<file path="src/inc/tcc_pkg.sv">
// register map, field positions, mode codes and state type of the capture/compare block
package tcc_pkg;
    localparam int unsigned ADDR_W      = 4;
    localparam int unsigned NCH         = 2;
    localparam int unsigned FILT_LEN    = 4;

    localparam logic [3:0]  ADDR_CTRL_A = 4'h0;
    localparam logic [3:0]  ADDR_CTRL_B = 4'h1;
    localparam logic [3:0]  ADDR_FLAGS  = 4'h2;
    localparam logic [3:0]  ADDR_IRQ_EN = 4'h3;
    localparam logic [3:0]  ADDR_CAP_LO = 4'h4;
    localparam logic [3:0]  ADDR_CAP_HI = 4'h5;
    localparam logic [3:0]  ADDR_CMPA_LO = 4'h6;
    localparam logic [3:0]  ADDR_CMPA_HI = 4'h7;
    localparam logic [3:0]  ADDR_CMPB_LO = 4'h8;
    localparam logic [3:0]  ADDR_CMPB_HI = 4'h9;

    // control a: mode in [3:0], output mode b in [5:4], output mode a in [7:6]
    localparam int unsigned CA_WGM_LSB  = 0;
    localparam int unsigned CA_COMB_LSB = 4;
    localparam int unsigned CA_COMA_LSB = 6;
    // control b
    localparam int unsigned CB_FORCE_A  = 0;
    localparam int unsigned CB_CMP_SEL  = 5;
    localparam int unsigned CB_EDGE_RISE = 6;
    localparam int unsigned CB_FILT_EN  = 7;
    // flags and interrupt enables
    localparam int unsigned FL_CAP      = 0;
    localparam int unsigned FL_CMP_A    = 1;

    localparam logic [3:0]  WGM_NORMAL  = 4'h0;
    localparam logic [3:0]  WGM_CTC_CMP = 4'h4;
    localparam logic [3:0]  WGM_PFC_CAP = 4'h8;
    localparam logic [3:0]  WGM_PFC_CMP = 4'h9;
    localparam logic [3:0]  WGM_CTC_CAP = 4'hc;
    localparam logic [3:0]  WGM_RSVD    = 4'hd;

    localparam logic [1:0]  COM_TOGGLE  = 2'h1;
    localparam logic [1:0]  COM_CLEAR   = 2'h2;
    localparam logic [1:0]  COM_SET     = 2'h3;

    localparam logic [15:0] CNT_MAX     = 16'hffff;
    localparam logic [15:0] CNT_BOTTOM  = 16'h0000;
    localparam logic [15:0] TOP_8       = 16'h00ff;
    localparam logic [15:0] TOP_9       = 16'h01ff;
    localparam logic [15:0] TOP_10      = 16'h03ff;

    typedef struct packed {
        logic [3:0]            wgm;
        logic [NCH-1:0][1:0]   com;
        logic                  filt_en;
        logic                  edge_rise;
        logic                  cmp_sel;
        logic [2:0]            flags;
        logic [2:0]            ien;
        logic [15:0]           cap;
        logic [NCH-1:0][15:0]  cmp;
        logic [NCH-1:0][15:0]  buff;
        logic [7:0]            temp;
        logic [FILT_LEN-2:0]   samp;
        logic                  filt_out;
        logic                  in_prev;
        logic [NCH-1:0]        match_q;
        logic                  block;
        logic                  top_skip;
        logic [NCH-1:0]        oc;
        logic [7:0]            rdata;
    } tcc_state_t;

    localparam tcc_state_t STATE_RESET = '0;
endpackage : tcc_pkg

</file>
<file path="src/tcc_capture_compare.sv">
// input capture and dual output compare logic beside a 16-bit timer
`timescale 1ns/1ps
`default_nettype none

// Contract
// - trigger is the pin, or the comparator output when its select bit is set
// - a source switch may itself capture; software clears the flag afterwards
// - the noise filter adds four system clocks before the capture register updates
// - filter and edge detector work except in modes where capture sets top
// - a software-driven pin edge matching the edge setting captures
// - filter output changes only after four equal samples, then feeds edge detect
// - a dedicated bit in the second control register enables the filter
// - the filter samples every system clock, ignoring the prescaler
// - every capture overwrites the capture register, read or not
// - a set flag with enable requests interrupt; ack or write-one clears it
// - compare channel a can serve as counter top value
// - compare registers double buffered in pwm modes, updated at top or bottom
// - cpu writes go to the buffer when buffered, else to the compare register
// - compare reads return both bytes directly, not through the holding byte
// - high byte goes to holding register; low write loads all 16 bits at once
// - force strobe in non-pwm modes acts on output only, no flag, no counter
// - a counter write blocks all compare matches on the next timer tick
// - counter written equal to variable top in pwm modes skips that top until 0xffff
// - compare output state survives mode changes
// - output mode bits act at once, not buffered with the compare value
// - a capture copies the counter and sets the flag in the same clock
// - capture low read copies the high byte to the holding register
module tcc_capture_compare
    import tcc_pkg::*;
(
    input  wire logic              clk_i,
    input  wire logic              rst_b_i,
    input  wire logic [ADDR_W-1:0] addr_i,
    input  wire logic [7:0]        wdata_i,
    input  wire logic              wr_i,
    input  wire logic              rd_i,
    output logic      [7:0]        rdata_o,
    input  wire logic              capture_input_pin_i,
    input  wire logic              comparator_output_i,
    input  wire logic              timer_tick_i,
    input  wire logic [15:0]       counter_value_i,
    input  wire logic              counter_write_i,
    input  wire logic [15:0]       counter_wdata_i,
    input  wire logic              capture_ack_i,
    input  wire logic              compare_a_ack_i,
    input  wire logic              compare_b_ack_i,
    output logic                   capture_irq_o,
    output logic                   compare_a_irq_o,
    output logic                   compare_b_irq_o,
    output logic      [NCH-1:0]    compare_output_state_o,
    output logic      [15:0]       top_value_o,
    output logic                   top_match_o
);

    tcc_state_t       s_reg;
    tcc_state_t       s_next;
    logic             pwm;
    logic             cap_top;
    logic             var_top;
    logic [15:0]      top;
    logic             top_hit;
    logic             bot_hit;
    logic             upd;
    logic             src;
    logic             flt;
    logic             cap_evt;
    logic [NCH-1:0]   ev;
    logic [NCH-1:0]   frc;
    logic [2:0]       fset;
    logic [2:0]       fclr;
    logic [7:0]       rv;

    // output action of one channel on a match, a force or top
    function automatic logic wave(input logic oc, input logic [1:0] com, input logic pw,
                                  input logic hit, input logic at_top);
        logic r;
        r = oc;
        if (!pw)
        begin
            if (hit)
            begin
                case (com)
                    COM_TOGGLE: r = !oc;
                    COM_CLEAR:  r = 1'b0;
                    COM_SET:    r = 1'b1;
                    default:    r = oc;
                endcase
            end
        end
        else if (com[1])
        begin
            if (hit)
                r = !com[0];
            else if (at_top)
                r = com[0];
        end
        return r;
    endfunction : wave

    always_comb
    begin
        s_next  = s_reg;
        fset    = 3'h0;
        fclr    = 3'h0;
        rv      = 8'h00;
        ev      = '0;
        frc     = '0;
        pwm     = !(s_reg.wgm == WGM_NORMAL || s_reg.wgm == WGM_CTC_CMP
                    || s_reg.wgm == WGM_CTC_CAP);
        cap_top = s_reg.wgm[3] && !s_reg.wgm[0];
        var_top = s_reg.wgm[3] && pwm && s_reg.wgm != WGM_RSVD;
        case (s_reg.wgm)
            4'h1, 4'h5: top = TOP_8;
            4'h2, 4'h6: top = TOP_9;
            4'h3, 4'h7: top = TOP_10;
            4'h4, 4'h9, 4'hb, 4'hf: top = s_reg.cmp[0];
            4'h8, 4'ha, 4'hc, 4'he: top = s_reg.cap;
            default: top = CNT_MAX;
        endcase
        top_hit = timer_tick_i && counter_value_i == top && !s_reg.top_skip;
        bot_hit = timer_tick_i && counter_value_i == CNT_BOTTOM;
        // dual-slope modes take the new value at bottom, all others at top
        upd     = (s_reg.wgm == WGM_PFC_CAP || s_reg.wgm == WGM_PFC_CMP) ? bot_hit : top_hit;

        // capture path: source mux, filter, edge detector
        src = s_reg.cmp_sel ? comparator_output_i : capture_input_pin_i;
        flt = s_reg.filt_en ? s_reg.filt_out : src;
        cap_evt = 1'b0;
        if (!cap_top)
        begin
            // sampled every clock, the prescaler never gates it
            s_next.samp = {s_reg.samp[FILT_LEN-3:0], src};
            if (&{s_reg.samp, src})
                s_next.filt_out = 1'b1;
            else if (!(|{s_reg.samp, src}))
                s_next.filt_out = 1'b0;
            s_next.in_prev = flt;
            // a source or filter-enable switch can look like an edge here
            cap_evt = flt != s_reg.in_prev && flt == s_reg.edge_rise;
        end
        if (cap_evt)
        begin
            s_next.cap = counter_value_i;
            fset[FL_CAP] = 1'b1;
        end

        // counter written: block the next tick's matches, even if stopped
        if (counter_write_i)
            s_next.block = 1'b1;
        else if (timer_tick_i)
            s_next.block = 1'b0;
        if (counter_value_i == CNT_MAX)
            s_next.top_skip = 1'b0;
        if (counter_write_i && var_top && counter_wdata_i == top)
            s_next.top_skip = 1'b1;

        for (int i = 0; i < NCH; i++)
        begin
            if (timer_tick_i)
                s_next.match_q[i] = counter_value_i == s_reg.cmp[i] && !s_reg.block;
            ev[i] = timer_tick_i && s_reg.match_q[i];
            frc[i] = wr_i && addr_i == ADDR_CTRL_B && wdata_i[CB_FORCE_A+i] && !pwm;
            fset[FL_CMP_A+i] = ev[i];
            // mode bits read live each cycle; the output bit is never reset by a mode write
            s_next.oc[i] = wave(s_reg.oc[i], s_reg.com[i], pwm, ev[i] || frc[i], top_hit);
            if (pwm && upd)
                s_next.cmp[i] = s_reg.buff[i];
        end

        if (wr_i)
        begin
            unique case (addr_i)
                ADDR_CTRL_A:
                begin
                    s_next.wgm    = wdata_i[CA_WGM_LSB+:4];
                    s_next.com[1] = wdata_i[CA_COMB_LSB+:2];
                    s_next.com[0] = wdata_i[CA_COMA_LSB+:2];
                end
                ADDR_CTRL_B:
                begin
                    s_next.filt_en   = wdata_i[CB_FILT_EN];
                    s_next.edge_rise = wdata_i[CB_EDGE_RISE];
                    s_next.cmp_sel   = wdata_i[CB_CMP_SEL];
                end
                ADDR_FLAGS:  fclr = wdata_i[2:0];
                ADDR_IRQ_EN: s_next.ien = wdata_i[2:0];
                ADDR_CAP_HI, ADDR_CMPA_HI, ADDR_CMPB_HI:
                    s_next.temp = wdata_i;
                ADDR_CAP_LO:
                    if (cap_top)
                        s_next.cap = {s_reg.temp, wdata_i};
                ADDR_CMPA_LO, ADDR_CMPB_LO:
                begin
                    if (pwm)
                        s_next.buff[addr_i == ADDR_CMPB_LO] = {s_reg.temp, wdata_i};
                    else
                        s_next.cmp[addr_i == ADDR_CMPB_LO] = {s_reg.temp, wdata_i};
                end
                default: ;
            endcase
        end

        if (rd_i)
        begin
            unique case (addr_i)
                ADDR_CTRL_A: rv = {s_reg.com[0], s_reg.com[1], s_reg.wgm};
                ADDR_CTRL_B: rv = {s_reg.filt_en, s_reg.edge_rise, s_reg.cmp_sel, 5'h00};
                ADDR_FLAGS:  rv = {5'h00, s_reg.flags};
                ADDR_IRQ_EN: rv = {5'h00, s_reg.ien};
                ADDR_CAP_LO:
                begin
                    rv = s_reg.cap[7:0];
                    s_next.temp = s_reg.cap[15:8];
                end
                ADDR_CAP_HI: rv = s_reg.temp;
                ADDR_CMPA_LO: rv = pwm ? s_reg.buff[0][7:0] : s_reg.cmp[0][7:0];
                ADDR_CMPA_HI: rv = pwm ? s_reg.buff[0][15:8] : s_reg.cmp[0][15:8];
                ADDR_CMPB_LO: rv = pwm ? s_reg.buff[1][7:0] : s_reg.cmp[1][7:0];
                ADDR_CMPB_HI: rv = pwm ? s_reg.buff[1][15:8] : s_reg.cmp[1][15:8];
                default: rv = 8'h00;
            endcase
        end
        s_next.rdata = rv;

        // a new event wins over a clear in the same cycle
        s_next.flags = (s_reg.flags & ~fclr
                        & ~{compare_b_ack_i, compare_a_ack_i, capture_ack_i}) | fset;
    end

    always_ff @(posedge clk_i or negedge rst_b_i)
    begin
        if (!rst_b_i)
            s_reg <= STATE_RESET;
        else
            s_reg <= s_next;
    end

    assign rdata_o                = s_reg.rdata;
    assign capture_irq_o          = s_reg.flags[0] && s_reg.ien[0];
    assign compare_a_irq_o        = s_reg.flags[1] && s_reg.ien[1];
    assign compare_b_irq_o        = s_reg.flags[2] && s_reg.ien[2];
    assign compare_output_state_o = s_reg.oc;
    assign top_value_o            = top;
    assign top_match_o            = top_hit;
endmodule : tcc_capture_compare

`default_nettype wire

</file>
<file path="config.mk">
export PLATFORM = sky130hd
export DESIGN_NAME = tcc_capture_compare
export DESIGN_NICKNAME = d
export VERILOG_FILES = /design/src/inc/tcc_pkg.sv /design/src/tcc_capture_compare.sv
export SDC_FILE = /design/constraint.sdc
export NUM_CORES = 1
export LEC_CHECK = 0
export CAP_MARGIN = 20
export CORE_MARGIN = 2
export CORE_UTILIZATION = 35
export DETAILED_ROUTE_END_ITERATION = 8
export DONT_BUFFER_PORTS = 1
export PLACE_DENSITY_LB_ADDON = 0.08
export SYNTH_ARGS = -nofsm -noshare
export SYNTH_HDL_FRONTEND = slang
export SYNTH_SLANG_ARGS = --single-unit
export TNS_END_PERCENT = 30
</file>
<file path="constraint.sdc">
create_clock -name clk_i -period 6.4 [get_ports clk_i]
set_input_delay 0.64 -clock clk_i [delete_from_list [all_inputs] [get_ports clk_i]]
set_output_delay 0.64 -clock clk_i [all_outputs]
set_load 0.005 [all_outputs]
</file>
==> impl_results.md <==
- Boundary Pins: 85
- Placed Area: 7720 um^2
- Post-Syn Nets: 886
- Layout Utilization: 39.14%
- Final setup viols: 0
- Critical Path Stages: 9
- Number of diodes: 0
- Max_cap viols: 0
- Setup Skew: 0.009612 ns
- Buffers and inverters on the worst path: 1
- Worst-path fanout max: 32
- DIE WIDTH: 151.6 um
- Setup Crit Path Kind: register to register
- Reg2Reg Setup Slack: 2.39 ns
- DR iter-0 viols: 553
- Multi-input logic area: 4040 um^2
- WP data arrival: 4.30 ns
- Core area: 21220 um^2
- CTS sink cnt: 124
- Gpl congestion: 0.8984
- Worst IR Drop VDD: 0.1693 mV
- Pin count of the biggest net entering global routing: 125
- NumNets Final: 848
- Tmin final: 4.011 ns
- Max stage delay on crit path: 0.79 ns
- Crit-path cells: nand2b_1 -> nand3_1 -> o22ai_1 -> o221a_2 -> nand4_1 -> o41ai_4 -> buf_4 -> mux2i_1 -> a21oi_1
- I/O Buffers: 0
- Wire per inst: 26.58 um
- Cell area after synthesis: 7620 um^2
- Fin. Hold Viols: 0
- Power density cells: 384.6 nW/um^2
- Final Max Tran Viols: 0
- Gr ovfl total: 0
- Register bit total from synthesis: 124
- CTS buffer count: 17
- Detailed Routing Iterations Pass 1: 6
- Worst setup EP type: register
- Worst reg-to-reg path cell count: 9
- Primary FF master, synth: dfrtp_1
- Vias/cell: 6.029
- DRT Wirelength: 28.73 mm
- Worst r2r dst: s_reg[62]
- Skew-Pair Late Insertion Delay: 0.42 ns
- Slew @ Worst Pin: 1.009 ns
- Post-route ant nets: 0
- CTS max path bufs: 2
- # DRC: 0
- Die area: 22970 um^2
- Worst Setup SP: s_reg[121]
- P_leak: 0.003424 uW
- Post-Synthesis Cells: 831
- CP startpoint kind: register
- Area Growth Syn to Fin: 8.998%
- WHS: 0.1639 ns
- RSZ-0062 raised after global routing: false
- Initial antenna violation count: 1
- Vias: 6517
- Fin crit share: 62.67%
- CTS tree: yes
- Max-slew headroom: 32.55%
- Total global-route track usage: 25.63%
- Peak Freq: 249.3 MHz
- Final setup TNS: 0 ns
- CTS clock-pin slew for the worst setup and hold paths: 0.06 ns
- Critical Path RT: 6.69 ns
- Hold crit path type: primary input to asynchronous set/reset pin
- H-tree depth: 4
- Post-synth EDFFs: 0
- Post-Syn Area per Cell: 9.169 um^2
- Ys Warns: 0
- Reg2Reg Launch Point: s_reg[121]
- Share of layout cells above drive strength 1: 12.78%
- Number of global-route vias before repair: 6458
- Post-DP HPWL: 20.47 mm
- Setup crit end: s_reg[62]
- Root Buffer: clkbuf_16
- CP max-delay cell: dfrtp_1
- Ys async rst share: 100.0%
- Outcome: completed
- Cell Rows: 53
- Design Area, Final: 8305 um^2
- Post-synthesis cell type count: 66
- Seq/Total Area, Yosys: 40.72%
- Crit-path leading delay family: compound AO/OA/AOI/OAI gates
- Filler cell count in the final layout: 2138
- Post-cts resize count: 0
- Die height: 151.6 um
- Initial Util: 35.91%
- Register area: 3103 um^2
- First-pass GRT wire length: 42.21 mm
-- what timing repair did --
action	CTS	global route
endpoints found under the hold margin	124	0
hold buffers	1	0
buffers inserted	0	0
setup endpoints to repair	0	0
-- layer usage --
metal / vias to the layer above / GRT usage, % / wire [um]
li1: 2919 / - / -
met1: 3334 / 34.44 / 12750
met2: 221 / 40.59 / 13460
met3: 43 / 4.880 / 1605
met4: 0 / 10.74 / 922
met5: - / 0 / 0
-- synth_stat cells, drive strengths merged, types with 6 or more instances --
library cell	number	area share, %
dfrtp	124	41
nand2	85	4.2
a21oi	67	4.4
nor2	59	2.9
mux2i	52	6.8
clkbuf	49	2.4
mux2	47	6.9
inv	38	1.9
xnor2	28	3.2
nand3	24	1.6
buf	23	2.1
a22oi	21	2.1
o21ai	21	1.4
o22ai	20	1.7
xor2	20	2.3
nand4	13	1.1
nor3	12	0.79
nor4	12	0.99
a221oi	8	0.92
a2bb2oi	8	0.92
nor2b	8	0.66
a222oi	6	0.79
and2	6	0.49
nand2b	6	0.49
nor3b	6	0.59
o32ai	6	0.69
-- placed cells by master (no fill, tap or decap), types with 19 or more instances in the layout --
cell type and instances:
a21oi_1 67, a22oi_1 21, dfrtp_1 124, inv_1 35, mux2_2 47, mux2i_1 52
nand2_1 85, nand3_1 24, nor2_1 59, o21ai_0 20, o22ai_1 19, xnor2_1 28
xor2_1 20
-- worst min-delay path by stage --
stage | from | end | slack, ns | depth (start not counted)
floorplan | rst_b_i | asynchronous set/reset pin | 0.34 | 0
global placement | rst_b_i | s_reg[105] | 0.35 | 0
detailed placement | rst_b_i | s_reg[25] | 0.35 | 0
CTS | rst_b_i | s_reg[105] | 0.22 | 1
global route | rst_b_i | s_reg[105] | 0.21 | 1
finish | rst_b_i | s_reg[105] | 0.16 | 1
-- logic make-up (layout without fill, tap and decap cells) --
| kind of cell | count (synthesis) | in the layout | synth area share [%] |
|---|---|---|---|
| AO/OA/AOI/OAI | 198 | 198 | 17.70 |
| flip-flops | 124 | 124 | 40.72 |
| XOR/XNOR | 48 | 48 | 5.517 |
| buffers and inverters | 110 | 85 | 6.387 |
| multiplexers | 99 | 99 | 13.78 |
| AND/OR/NAND/NOR | 252 | 252 | 15.90 |
-- worst register-to-register path, delay by kind of cell (launching register included) --
kind,cells,cell delay [ns]
AOI/OAI and AO/OA,4,1.38
and+or+nand+nor,3,0.87
DFF,1,0.79
buffers and inverters,1,0.57
muxes,1,0.27
-- report_power, final --
part / internal (uW) / switching [uW] / total (uW)
combinational: 403 / 540 / 943
sequential: 1020 / 335 / 1350
clock: 507 / 392 / 900
total: 1930 / 1270 / 3190
-- stage by stage --
step	setup slack (ns)	power, uW	instances
2_1_floorplan	3.190	1935	831
3_3_place_gp	2.566	2248	1046
3_5_place_dp	2.494	2268	1046
4_1_cts	2.478	3187	1079
5_1_grt	2.183	3359	1081
6_report	2.389	3194	1081
-- layout make-up --
class                   instances  area share, %
clock buffers                  20          5.378
multi-input cells             597          48.64
repair buffers                 15          1.687
clock inverters                12          1.070
well taps                     275          4.143
inverters                      38          1.717
flip-flops and latches        124          37.36
Power figures use the tool's default switching activity.
